--- config.mk ---
export PLATFORM = sky130hd
export DESIGN_NAME = fws_status
export DESIGN_NICKNAME = d
export VERILOG_FILES = /design/src/logic/fws_pkg.sv /design/src/logic/fws_status.sv /design/src/logic/fws_sync3.sv
export VERILOG_INCLUDE_DIRS = /design/src /design/src/logic
export SDC_FILE = /design/constraint.sdc
export NUM_CORES = 1
export LEC_CHECK = 0
export ABC_CLOCK_PERIOD_IN_PS = 6500
export BUFFER_PORTS_ARGS = -buffer_cell sky130_fd_sc_hd__buf_2
export CORE_ASPECT_RATIO = 0.8
export CORE_UTILIZATION = 50
export DETAILED_ROUTE_END_ITERATION = 10
export PLACE_DENSITY = 0.77
export SKIP_LAST_GASP = 1
export SLEW_MARGIN = 20
export SYNTH_ARGS = -nofsm -noshare
export SYNTH_HDL_FRONTEND = slang
export SYNTH_HIERARCHICAL = 1
export SYNTH_SLANG_ARGS = --single-unit
export TNS_END_PERCENT = 5
--- constraint.sdc ---
create_clock -name core_clk -period 6.5 [get_ports core_clk]
set_clock_uncertainty 0.2 [all_clocks]
set_input_delay 0.325 -clock core_clk [delete_from_list [all_inputs] [get_ports core_clk]]
set_output_delay 0.325 -clock core_clk [all_outputs]
set_load 0.01 [all_outputs]
--- src/logic/fws_map.svh ---
// Constants for the flash write status reporting block: bit positions, times, counts
`ifndef FWS_MAP_SVH
`define FWS_MAP_SVH

// ****************************************
// Clock
// ****************************************
`define FWS_CLK_PERIOD_NS 5

// ****************************************
// Status bit positions in the data word
// ****************************************
`define FWS_POS_POLL     7
`define FWS_POS_TOG1     6
`define FWS_POS_TIMEOUT  5
`define FWS_POS_WIN      3
`define FWS_POS_TOG2     2

// ****************************************
// Times in their own units
// ****************************************
`define FWS_T_PROT_POLL_NS   1000
`define FWS_T_PROT_TOG_NS    1000000
`define FWS_T_PROT_ERASE_NS  100000
`define FWS_T_ERASE_WIN_NS   50000

// ****************************************
// Cycle counts derived from the times
// ****************************************
`define FWS_CYC_PROT_POLL  ((`FWS_T_PROT_POLL_NS + `FWS_CLK_PERIOD_NS - 1) / `FWS_CLK_PERIOD_NS)
`define FWS_CYC_PROT_TOG   ((`FWS_T_PROT_TOG_NS + `FWS_CLK_PERIOD_NS - 1) / `FWS_CLK_PERIOD_NS)
`define FWS_CYC_PROT_ERASE ((`FWS_T_PROT_ERASE_NS + `FWS_CLK_PERIOD_NS - 1) / `FWS_CLK_PERIOD_NS)
`define FWS_CYC_ERASE_WIN  ((`FWS_T_ERASE_WIN_NS + `FWS_CLK_PERIOD_NS - 1) / `FWS_CLK_PERIOD_NS)

// ****************************************
// Burst ready handling
// ****************************************
`define FWS_BURST_BOUNDARY 6'h3F
`define FWS_WAIT_ONE       2'h1
`define FWS_WAIT_TWO       2'h2

// ****************************************
// Reset values
// ****************************************
`define FWS_RST_WORD   16'h0000
`define FWS_RST_TIMER  20'h00000

`endif

--- src/logic/fws_pkg.sv ---
// Types shared by the flash write status reporting block
package fws_pkg;

  // ****************************************
  // Bank state
  // ****************************************
  typedef enum logic [2:0] {
    FWS_IDLE,
    FWS_PROG,
    FWS_PROT_PROG,
    FWS_ERASE_WIN,
    FWS_ERASE,
    FWS_PROT_ERASE,
    FWS_SUSP,
    FWS_SUSP_PROG
  } fws_state_t;

  // ****************************************
  // Whole state of the status block
  // ****************************************
  typedef struct packed {
    fws_state_t    st;           // Routine state of the busy bank
    logic [1:0]    bank;         // Bank running the routine
    logic [7:0]    prog_sector;  // Sector being programmed
    logic          prog_bit7;    // Target datum bit seven
    logic [255:0]  sel;          // Sectors chosen for erase
    logic [255:0]  prot;         // Protection of chosen sectors
    logic [19:0]   timer;        // Down counter for timed phases
    logic          tog1;         // Toggle bit one
    logic          tog2;         // Toggle bit two
    logic          timeout;      // Timeout flag
    logic          strobe_q;     // Previous filtered read strobe
    logic [15:0]   dq;           // Data word driven on reads
    logic          dq_drive;     // Data bus driven
    logic [1:0]    wait_cnt;     // Burst wait clocks left
    logic          erase_begin;  // Erase start pulse
  } fws_state_s_t;

endpackage : fws_pkg

--- src/logic/fws_status.sv ---
// Write operation status reporting for one flash device with banked routines
`timescale 1ns/1ps
`include "fws_map.svh"

// Summary of operation
// Program reads give inverted target bit
// Erase polls zero; done or suspend polls one
// Protected program: polling active about one microsecond
// All-protected erase: status for 100 microseconds
// Partly protected erase skips protected sectors
// Polling valid from final write strobe
// Polling bit may settle before others
// Host polls at program or erase address
// Synchronous ready low means one/two waits
// Burst ready low initially, each 64 words
// Asynchronous ready open drain, low while busy
// Toggle bit one flips per busy read
// Toggle one valid through erase window
// Toggle one halts in suspend, resumes programming
// Protected program toggles one millisecond
// Toggle advances only on strobe re-assertion
// Toggle two flips in chosen erase sectors
// Suspended reads elsewhere return array data
// Host reads twice and compares toggle
// Host checks timeout flag, then resets
// Host rechecks polling after timeout flag
// Host restarts polling after leaving loop
// Timeout flag set on pulse limit
// Erase window flag zero then one
// Status only from the busy bank
module fws_status #(
  parameter int PROT_TOG_CYC   = `FWS_CYC_PROT_TOG,
  parameter int PROT_ERASE_CYC = `FWS_CYC_PROT_ERASE,
  parameter int ERASE_WIN_CYC  = `FWS_CYC_ERASE_WIN
) (
  // Clock and reset
  input  wire logic         core_clk,
  input  wire logic         rst_n,
  // Host read strobes and address, array data
  input  wire logic         ce_n,
  input  wire logic         oe_n,
  input  wire logic [1:0]   rd_bank,
  input  wire logic [7:0]   rd_sector,
  input  wire logic [15:0]  array_data,
  // Data bus drive
  output logic      [15:0]  dq_out,
  output logic              dq_oe_n,
  // Ready pin
  output logic              rdy_out,
  output logic              rdy_oe_n,
  // Mode configuration
  input  wire logic         sync_mode,
  input  wire logic         rdy_wait_two,
  // Burst progress
  input  wire logic         burst_start,
  input  wire logic         burst_next,
  input  wire logic [5:0]   burst_word_addr,
  // Commands from the decoder, one cycle each
  input  wire logic         prog_start,
  input  wire logic         erase_cmd,
  input  wire logic [1:0]   cmd_bank,
  input  wire logic [7:0]   cmd_sector,
  input  wire logic         cmd_protected,
  input  wire logic         cmd_bit7,
  input  wire logic         erase_suspend,
  input  wire logic         erase_resume,
  input  wire logic         reset_cmd,
  // Routine engine
  input  wire logic         engine_done,
  input  wire logic         engine_limit,
  input  wire logic [7:0]   erase_query,
  output logic              erase_query_go,
  output logic              erase_begin,
  output logic              bank_busy,
  output logic              timeout_flag,
  output logic              erase_window_flag
);

  // ****************************************
  // Derived counts and constants
  // ****************************************
  localparam logic [19:0] TOG_CYC  = 20'(PROT_TOG_CYC);
  localparam logic [19:0] ERA_CYC  = 20'(PROT_ERASE_CYC);
  localparam logic [19:0] WIN_CYC  = 20'(ERASE_WIN_CYC);
  localparam logic [19:0] POLL_END = 20'(PROT_TOG_CYC - `FWS_CYC_PROT_POLL);

  // ****************************************
  // Signals
  // ****************************************
  fws_pkg::fws_state_s_t  r;           // Registered state
  fws_pkg::fws_state_s_t  next_r;      // Next state
  logic [1:0]             strobes;     // Filtered ce_n, oe_n
  logic                   rd_strobe_n; // Read strobe, low while reading
  logic                   read_start;  // One read begins
  logic                   is_busy;     // Routine in progress

  // ****************************************
  // Pin synchronisers
  // ****************************************
  fws_sync3 #(
    .WIDTH   (2),
    .RST_VAL (2'h3)
  ) u_sync (
    .core_clk  (core_clk),
    .rst_n     (rst_n),
    .pin_in    ({ce_n, oe_n}),
    .level_out (strobes)
  );

  // Read cycle is both strobes low; new read on re-assertion
  assign rd_strobe_n = strobes[1] | strobes[0];
  assign read_start  = r.strobe_q & ~rd_strobe_n;

  // ****************************************
  // Decode helpers
  // ****************************************
  // States in which the routine keeps the bank busy
  function automatic logic fws_busy(input fws_pkg::fws_state_t s);
    case (s)
      fws_pkg::FWS_IDLE: fws_busy = 1'b0;
      fws_pkg::FWS_SUSP: fws_busy = 1'b0;
      default:           fws_busy = 1'b1;
    endcase
  endfunction : fws_busy

  // States in which erase sectors are chosen
  function automatic logic fws_erase_st(input fws_pkg::fws_state_t s);
    case (s)
      fws_pkg::FWS_ERASE_WIN:  fws_erase_st = 1'b1;
      fws_pkg::FWS_ERASE:      fws_erase_st = 1'b1;
      fws_pkg::FWS_PROT_ERASE: fws_erase_st = 1'b1;
      fws_pkg::FWS_SUSP:       fws_erase_st = 1'b1;
      default:                 fws_erase_st = 1'b0;
    endcase
  endfunction : fws_erase_st

  assign is_busy = fws_busy(r.st);

  // ****************************************
  // Next state
  // ****************************************
  always_comb begin
    logic        hit;     // Read aimed at the busy bank
    logic        in_sel;  // Read inside a chosen erase sector
    logic        show;    // Read returns status
    logic        poll;    // Polling bit value
    logic [15:0] word;    // Status word
    hit    = 1'b0;
    in_sel = 1'b0;
    show   = 1'b0;
    poll   = 1'b0;
    word   = `FWS_RST_WORD;
    next_r = r;
    next_r.erase_begin = 1'b0;
    next_r.strobe_q    = rd_strobe_n;
    next_r.dq_drive    = ~rd_strobe_n;
    // Timed phases count down
    if (r.timer != `FWS_RST_TIMER) begin
      next_r.timer = r.timer - 20'h00001;
    end

    // Routine sequencing
    case (r.st)
      // Reading array; take a new routine
      fws_pkg::FWS_IDLE: begin
        if (prog_start) begin
          next_r.bank        = cmd_bank;
          next_r.prog_sector = cmd_sector;
          next_r.prog_bit7   = cmd_bit7;
          next_r.timeout     = 1'b0;
          if (cmd_protected) begin
            next_r.st    = fws_pkg::FWS_PROT_PROG;
            next_r.timer = TOG_CYC;
          end else begin
            next_r.st = fws_pkg::FWS_PROG;
          end
        end else if (erase_cmd) begin
          next_r.bank              = cmd_bank;
          next_r.sel               = '0;
          next_r.prot              = '0;
          next_r.sel[cmd_sector]   = 1'b1;
          next_r.prot[cmd_sector]  = cmd_protected;
          next_r.timeout           = 1'b0;
          next_r.st                = fws_pkg::FWS_ERASE_WIN;
          next_r.timer             = WIN_CYC;
        end
      end
      // Program runs until the engine finishes
      fws_pkg::FWS_PROG: begin
        if (engine_done) begin
          next_r.st = fws_pkg::FWS_IDLE;
        end
      end
      // Protected program: status then array read
      fws_pkg::FWS_PROT_PROG: begin
        if (r.timer == `FWS_RST_TIMER) begin
          next_r.st = fws_pkg::FWS_IDLE;
        end
      end
      // Erase window takes more sectors
      fws_pkg::FWS_ERASE_WIN: begin
        if (erase_cmd && (cmd_bank == r.bank)) begin
          next_r.sel[cmd_sector]  = 1'b1;
          next_r.prot[cmd_sector] = cmd_protected;
          next_r.timer            = WIN_CYC;
        end else if (r.timer == `FWS_RST_TIMER) begin
          if ((r.sel & ~r.prot) == '0) begin
            next_r.st    = fws_pkg::FWS_PROT_ERASE;
            next_r.timer = ERA_CYC;
          end else begin
            next_r.st          = fws_pkg::FWS_ERASE;
            next_r.erase_begin = 1'b1;
          end
        end
      end
      // Erase runs; only suspend accepted
      fws_pkg::FWS_ERASE: begin
        if (engine_done) begin
          next_r.st = fws_pkg::FWS_IDLE;
        end else if (erase_suspend) begin
          next_r.st = fws_pkg::FWS_SUSP;
        end
      end
      // All chosen sectors protected
      fws_pkg::FWS_PROT_ERASE: begin
        if (r.timer == `FWS_RST_TIMER) begin
          next_r.st = fws_pkg::FWS_IDLE;
        end
      end
      // Erase suspended; resume or program elsewhere
      fws_pkg::FWS_SUSP: begin
        if (erase_resume) begin
          next_r.st = fws_pkg::FWS_ERASE;
        end else if (prog_start && (cmd_bank == r.bank)) begin
          next_r.prog_sector = cmd_sector;
          next_r.prog_bit7   = cmd_bit7;
          next_r.st          = fws_pkg::FWS_SUSP_PROG;
        end
      end
      // Program during suspend
      fws_pkg::FWS_SUSP_PROG: begin
        if (engine_done) begin
          next_r.st = fws_pkg::FWS_SUSP;
        end
      end
      default: begin
        next_r.st = fws_pkg::FWS_IDLE;
      end
    endcase

    // Reset command leaves a failed routine
    if (reset_cmd && r.timeout) begin
      next_r.timeout = 1'b0;
      if (r.st == fws_pkg::FWS_SUSP_PROG) begin
        next_r.st = fws_pkg::FWS_SUSP;
      end else begin
        next_r.st = fws_pkg::FWS_IDLE;
      end
    end
    // Pulse limit sets the flag; set wins over clear
    if (engine_limit && is_busy) begin
      next_r.timeout = 1'b1;
    end

    // Read response
    hit    = (rd_bank == r.bank);
    in_sel = r.sel[rd_sector];
    show   = hit && (r.st != fws_pkg::FWS_IDLE);
    if (r.st == fws_pkg::FWS_SUSP && !in_sel) begin
      show = 1'b0;
    end
    // Polling bit per state
    case (r.st)
      fws_pkg::FWS_PROG:      poll = ~r.prog_bit7;
      fws_pkg::FWS_SUSP_PROG: poll = ~r.prog_bit7;
      fws_pkg::FWS_PROT_PROG: poll = (r.timer > POLL_END) ? ~r.prog_bit7 : array_data[7];
      fws_pkg::FWS_SUSP:      poll = 1'b1;
      default:                poll = 1'b0;
    endcase
    if (read_start) begin
      if (show) begin
        // Toggle bit one flips while a routine is active
        if (is_busy) begin
          next_r.tog1 = ~r.tog1;
        end
        // Toggle bit two flips in chosen sectors only
        if (fws_erase_st(r.st) && in_sel) begin
          next_r.tog2 = ~r.tog2;
        end
        word[`FWS_POS_POLL]    = poll;
        word[`FWS_POS_TOG1]    = next_r.tog1;
        word[`FWS_POS_TIMEOUT] = r.timeout;
        word[`FWS_POS_WIN]     = fws_erase_st(r.st) && (r.st != fws_pkg::FWS_ERASE_WIN);
        word[`FWS_POS_TOG2]    = next_r.tog2;
        next_r.dq = word;
      end else begin
        next_r.dq = array_data;
      end
    end

    // Burst wait clocks for the ready pin
    if (burst_start) begin
      next_r.wait_cnt = rdy_wait_two ? `FWS_WAIT_TWO : `FWS_WAIT_ONE;
    end else if (burst_next && (burst_word_addr == `FWS_BURST_BOUNDARY)) begin
      next_r.wait_cnt = rdy_wait_two ? `FWS_WAIT_TWO : `FWS_WAIT_ONE;
    end else if (r.wait_cnt != 2'h0) begin
      next_r.wait_cnt = r.wait_cnt - 2'h1;
    end
  end

  // ****************************************
  // State register
  // ****************************************
  always_ff @(posedge core_clk or negedge rst_n) begin
    if (!rst_n) begin
      r <= '{st: fws_pkg::FWS_IDLE, strobe_q: 1'b1, default: '0};
    end else begin
      r <= next_r;
    end
  end

  // ****************************************
  // Outputs
  // ****************************************
  // Data bus from flip-flops
  assign dq_out  = r.dq;
  assign dq_oe_n = ~r.dq_drive;

  // Ready pin: synchronous drives under chip select, else open drain
  always_comb begin
    if (sync_mode) begin
      rdy_out  = (r.wait_cnt == 2'h0);
      rdy_oe_n = strobes[1];
    end else begin
      rdy_out  = 1'b0;
      rdy_oe_n = ~is_busy;
    end
  end

  // Engine side
  assign erase_query_go    = r.sel[erase_query] & ~r.prot[erase_query];
  assign erase_begin       = r.erase_begin;
  assign bank_busy         = is_busy;
  assign timeout_flag      = r.timeout;
  assign erase_window_flag = fws_erase_st(r.st) && (r.st != fws_pkg::FWS_ERASE_WIN);

endmodule : fws_status

--- src/logic/fws_sync3.sv ---
// Three-stage pin synchroniser with agreement filter
`timescale 1ns/1ps
module fws_sync3 #(
  parameter int          WIDTH   = 2,
  parameter logic [1:0]  RST_VAL = 2'h3
) (
  // Clock and reset
  input  wire logic              core_clk,
  input  wire logic              rst_n,
  // Pins in, filtered levels out
  input  wire logic [WIDTH-1:0]  pin_in,
  output logic      [WIDTH-1:0]  level_out
);

  // ****************************************
  // One chain per bit
  // ****************************************
  genvar g;
  generate
    for (g = 0; g < WIDTH; g = g + 1) begin : g_bit
      logic s1;   // First stage, read only by s2
      logic s2;   // Second stage
      logic s3;   // Third stage
      logic lvl;  // Accepted level

      // Shift chain; level moves when stages two and three agree
      always_ff @(posedge core_clk or negedge rst_n) begin
        if (!rst_n) begin
          s1  <= RST_VAL[g];
          s2  <= RST_VAL[g];
          s3  <= RST_VAL[g];
          lvl <= RST_VAL[g];
        end else begin
          s1 <= pin_in[g];
          s2 <= s1;
          s3 <= s2;
          if (s2 == s3) begin
            lvl <= s3;
          end
        end
      end

      assign level_out[g] = lvl;
    end
  endgenerate

endmodule : fws_sync3

# Word level (Yosys, flattened, before mapping)
# Index checks and enable logic that the tools add are counted.
# classes
add_sub_neg	2
mul	0
div_mod_pow	0
n_lt_le_gt_ge	5
n_eq_ne	27
n_shift	0
n_mux	64
bitwise	13
n_reduce_logical	35
# op_table
cell	count
$pmux 532 s2	1
$mux 512	2
$mux 532	1
$and 256x256->256	2
$bwmux 256	1
$logic_not 256->1	1
$not 256->256	1
$or 256x256->256	1
$mux 20	6
$mux 3	11
$lt 8x9->1 const B	3
$mux 1	27
$bmux 1 s8	3
$pmux 3 s7	1
$gt 20x18->1 const B	1
$logic_not 20->1	1
$reduce_bool 20->1	1
$sub 20x1->20 const B	1
$mux 16	1
$eq 3x3->1 const B	4
$ne 2x2->1 const B	6
$ne 3x3->1 const B	4
$ne 4x4->1 const B	3
$logic_and 1x1->1	11
other kinds (28)	52
# totals
ff_bits	570
latch_bits	0
mem_bits_rw	0
mem_bits_ro	0
in_bits	67
out_inout_bits	24
elab_cells	168
memories	0

# Logic depth before layout (Yosys ltp)
# depth
ltp_word	10
mapped_depth	13
depth_no_buf	10

# Modules after synthesis
# The synthesis kept the hierarchy.
# by_module_without_submodules
module	instances	cells_each	area_per_inst_um2	seq_area_each_um2
fws_status	1	3241	30620.6	14064.7
fws_sync3	1	12	247.7	210.2

# Worst setup path after synthesis
# OpenSTA, ideal clock, no wires.
# synth_path
path_kind	in2out
startpoint	input port erase_query[2]
endpoint	output port erase_query_go
arrival_time_ps	2801
required_ps	5975
path_slack_ps	3174
stages	9
path_buffers	2
cell_sequence	inv_2 buf_2 clkbuf_1 mux4_2 mux4_2 mux4_2 mux2i_1 nor2_1 a31oi_1
# synth_via
elab_chain_len	4
elab_cells_between_ends	6
cone_classes	mux: 4; bitwise: 2
# synth_rtl
element	line	source
start: declaration	fws_status.sv:71	input wire logic [7:0] erase_query,
$bmux 1 s8	fws_status.sv:341	assign erase_query_go = r.sel[erase_query] & ~r.prot[erase_query];
$mux 1 (not written as such)	fws_status.sv:341	
$not 1->1	fws_status.sv:341	
$and 1x1->1 *	fws_status.sv:341	
end: declaration	fws_status.sv:72	output logic erase_query_go,
# Mark *: on every way between the ends. The rest lies on a longest branch, timed or not. The select of a mux whose other input is x is not followed.

# Worst setup path after layout
# layout_path
startpoint	input port rd_sector[2]
endpoint	register r, in the netlist dq_out[6]
# layout_via
elab_chain_len	6
# layout_rtl
element	line	source
start: declaration	fws_status.sv:43	input wire logic [7:0] rd_sector,
$bmux 1 s8	fws_status.sv:267	in_sel = r.sel[rd_sector];
$mux 1 (not written as such)	fws_status.sv:267	
$logic_not 1->1	fws_status.sv:269	if (r.st == fws_pkg::FWS_SUSP && !in_sel) begin
$logic_and 1x1->1	fws_status.sv:269	
$mux 1	fws_status.sv:269	
$mux 16	fws_status.sv:281	if (show) begin
end signal: assignment	fws_status.sv:318	r <= next_r;
end: declaration	fws_status.sv:90	fws_pkg::fws_state_s_t r;
# No other way between the ends. The select of a mux whose other input is x is not followed.
# A chain may end at the register's enable or synchronous reset.

==> results by group <==
Detailed routing
  • DR vias/cell: 7.00
  • Detail Route Antenna Nets: 0
  • Routed via count: 28,700
  • 1st-pass router iterations: 8
  • Iter 0 DRT Violations: 5,035
  • Number of remaining DRC errors: 0
  • DRT Wirelength: 121 mm
  • Drt wl/cell: 29.6 um

Cells and area
  • Fill count: slightly above 5,000
  • Syn-to-layout area delta: 10.6%
  • Fraction of layout cells with a size suffix above 1: roughly 14%
  • Final net count: 3,290
  • Non-filler instance count after layout: 4,100

Floorplanning
  • Starting Density: between 50% and 60%
  • Core Region: between 0.06 and 0.07 mm^2
  • Die Ht: around 220 um
  • Top Ports: around 90
  • Die Width: 280 um
  • Row cnt: 81
  • Die area: 0.0627 mm^2

Timing
  • Fmax: 239 MHz
  • Final min period: 4.19 ns
  • Worst-Margin Slew: 1.11 ns
  • RSZ-0062 raised after global routing: no
  • Slew HR: between 20% and 30%
  • Fin. Hold Viols: 0
  • Setup TNS: 0 ns
  • Tcrit/Tclk final: 64.4%
  • Count of final setup violators: 0
  • Slew Limit Fails: 0

Worst setup path
  • CP Max Fanout: 55
  • Worst r2r src: r[552]$_DFFE_PN0P_
  • CP Class: in -> reg
  • Setup crit end kind: flop
  • Startpoint Class: primary input
  • Data required, critical path: 6.79 ns
  • Critical path data arrival time: 4.47 ns
  • Worst setup path start: rd_sector[2]

Flow run
  • Max Cap Viol: 0

Power and ir drop
  • PD cells: 274 mW/mm^2
  • Total power: 0.00937 W
  • Leakage: 14.8 nW
  • Max VDD drop: 201 uV

Clock network
  • TritonCTS buffer count: 59
  • CTS Hold Buffers Added: 34
  • CTS root buffer: clkbuf_16
  • Worst skew pair latency: 0.66 ns
  • CTS tree: done
  • H-tree levels: 2
  • Clock Sink Count: 570
  • Clk buf depth: 3
  • Post-cts sizing count: 0
  • Setup bufs post-CTS: 0
  • Clock-pin slew on the worst setup and hold paths: 0.06 ns

Logic synthesis
  • Main synth FF type: dfrtp_1
  • Top post-synthesis cells by count: o21ai_0 (588), dfrtp_1 (561), a21oi_1 (340), nand2_1 (334), clkbuf_1 (213)
  • Number of synthesized register bits: 570
  • Top-count cell post-synth: o21ai_0
  • Post-synth EDFFs: 0
  • Synth unique cells: 74
  • Post-Syn Area per Cell: 9.49 um^2
  • Top cell type's share of synthesized area: 45.5%
  • Synth Cell Area: between 0.03 and 0.04 mm^2
  • Yosys Warn Count: 6
  • Post-synthesis cell count: 3,253
  • Synth area leaders: dfrtp_1 (45%), mux4_2 (9.7%), o21ai_0 (9.5%), a21oi_1 (5.5%), nand2_1 (4.1%)
  • Seq/Total Area, Yosys: 46.2%
  • Post-synth net total: 3,323
  • Post-synth ARST share: 100%
  • Yosys top cell by area: dfrtp_1

Global route
  • GR Overflow Total: 0
  • Largest net degree at the start of global routing: around 160
  • Tot GR Track Use: approximately two fifths
  • Vias in the first global route: 26,500
  • Initial antenna violation count: 7
  • First-pass GRT wire length: 178 mm

Placed design
  • Placed Cells: a little under 4,000
  • IO Port Bufs: 90
  • GPL Wtd Cong: a little over 1
  • DP HPWL: around 78 mm

Hold path
  • Min-Delay Path Class: in -> async

Status
  • Status: complete, no violations
flip-flops by register name, summed over array words and instances, names as in the netlist:
| signal | count |
|---|---|
| u_sync/g_bit.s3 | 2 |
| u_sync/g_bit.s2 | 2 |
| r | 544 |
| dq_out | 16 |
| u_sync/g_bit.s1 | 2 |
| u_sync/g_bit.lvl | 2 |
| erase_begin | 1 |
| timeout_flag | 1 |
path summary, 6_finish.rpt:
path	cells after the start	end	slack, ns
worst min register to register	0	u_sync/g_bit[1].s2$_DFF_PN1_	0.16
worst max-delay path	10	dq_out[6]$_DFFE_PN0P_	2.31
worst max register to register	8	r[25]$_DFF_PN0_	2.57
worst min-delay path	2	r[125]$_DFFE_PN0P_	0.001
max in group asynchronous	3	r[485]$_DFFE_PN0P_	4.66
min in group core_clk	4	erase_begin$_DFF_PN0_	0.03
routing by layer:
metal | vias up | wire (um) | GRT usage [%]
met4 | 12 | 4960 | 14.0
li1 | 11700 | - | -
met5 | - | 75 | 0
met2 | 2529 | 47700 | 50.2
met3 | 379 | 22000 | 18.4
met1 | 14100 | 46600 | 54.7
logic make-up (layout without fill, tap and decap cells):
group           Yosys count  after routing  synth area share (%)
compound gates         1150           1150                  20.7
xor+xnor                 26             26                 0.738
fa+ha+maj                 5              5                 0.195
buf+inv                 304            318                  4.35
flops                   570            570                  46.2
mux                     177            177                  11.5
other cells               0              3                     0
simple gates           1021           1021                  16.2
where the power goes:
group | internal (W) | switching (W)
clock network | 0.00200 | 0.00153
registers | 0.00371 | 0.000159
logic | 0.000593 | 0.00138
total | 0.00630 | 0.00307
metrics by stage:
step           cell area, um^2  setup WS, ns  util [%]  hold slack, ns
2_1_floorplan            30900          3.17         -          -0.171
3_3_place_gp             31800          1.95      52.1          0.0774
3_5_place_dp             31800          1.87      52.1          0.0773
4_1_cts                  34100          2.51      55.9         0.00370
5_1_grt                  34100          2.35      55.9          0.0484
6_report                 34200          2.31      55.9         0.00135
final cells by class:
type / count / area (um^2) / area share, %
clock inverters: 22 / 267 / 0.780
clock buffers: 86 / 1720 / 5.03
diodes: 3 / 7.51 / 0.0220
repair buffers: 187 / 1350 / 3.96
multi-input cells: 2379 / 15400 / 45.1
flip-flops and latches: 570 / 14300 / 41.8
inverters: 23 / 86.3 / 0.253
well taps: 830 / 1040 / 3.04
placed cells by master, fill, tap and decap left out, types with 18 or more instances in the layout:
cell           count
nand2b_1         144
nor2b_1          146
nand3_1           39
o21ai_0          588
mux2i_1           30
a31oi_1           58
nor4_1            43
mux4_2           133
nor2_1           183
a21oi_1          340
inv_1             18
a21o_1            28
o22a_1            28
clkbuf_16         59
nor3_1            19
nand2_1          332
dlygate4sd3_1     34
dfrtp_1          561
a22o_1            31
buf_2             87
buf_4             59
nand4_1           52
worst max-delay path, stage by stage:
cell and delay (ns):
buf_4 0.67, buf_4 0.53, mux4_2 0.28, mux2i_1 0.08, mux2_2 0.33, o2111a_1 0.24, a22oi_1 0.84, a31oi_4 0.22
nor2_2 0.66, o211ai_1 0.20
Note: power is estimated with default switching activity, not from simulation.
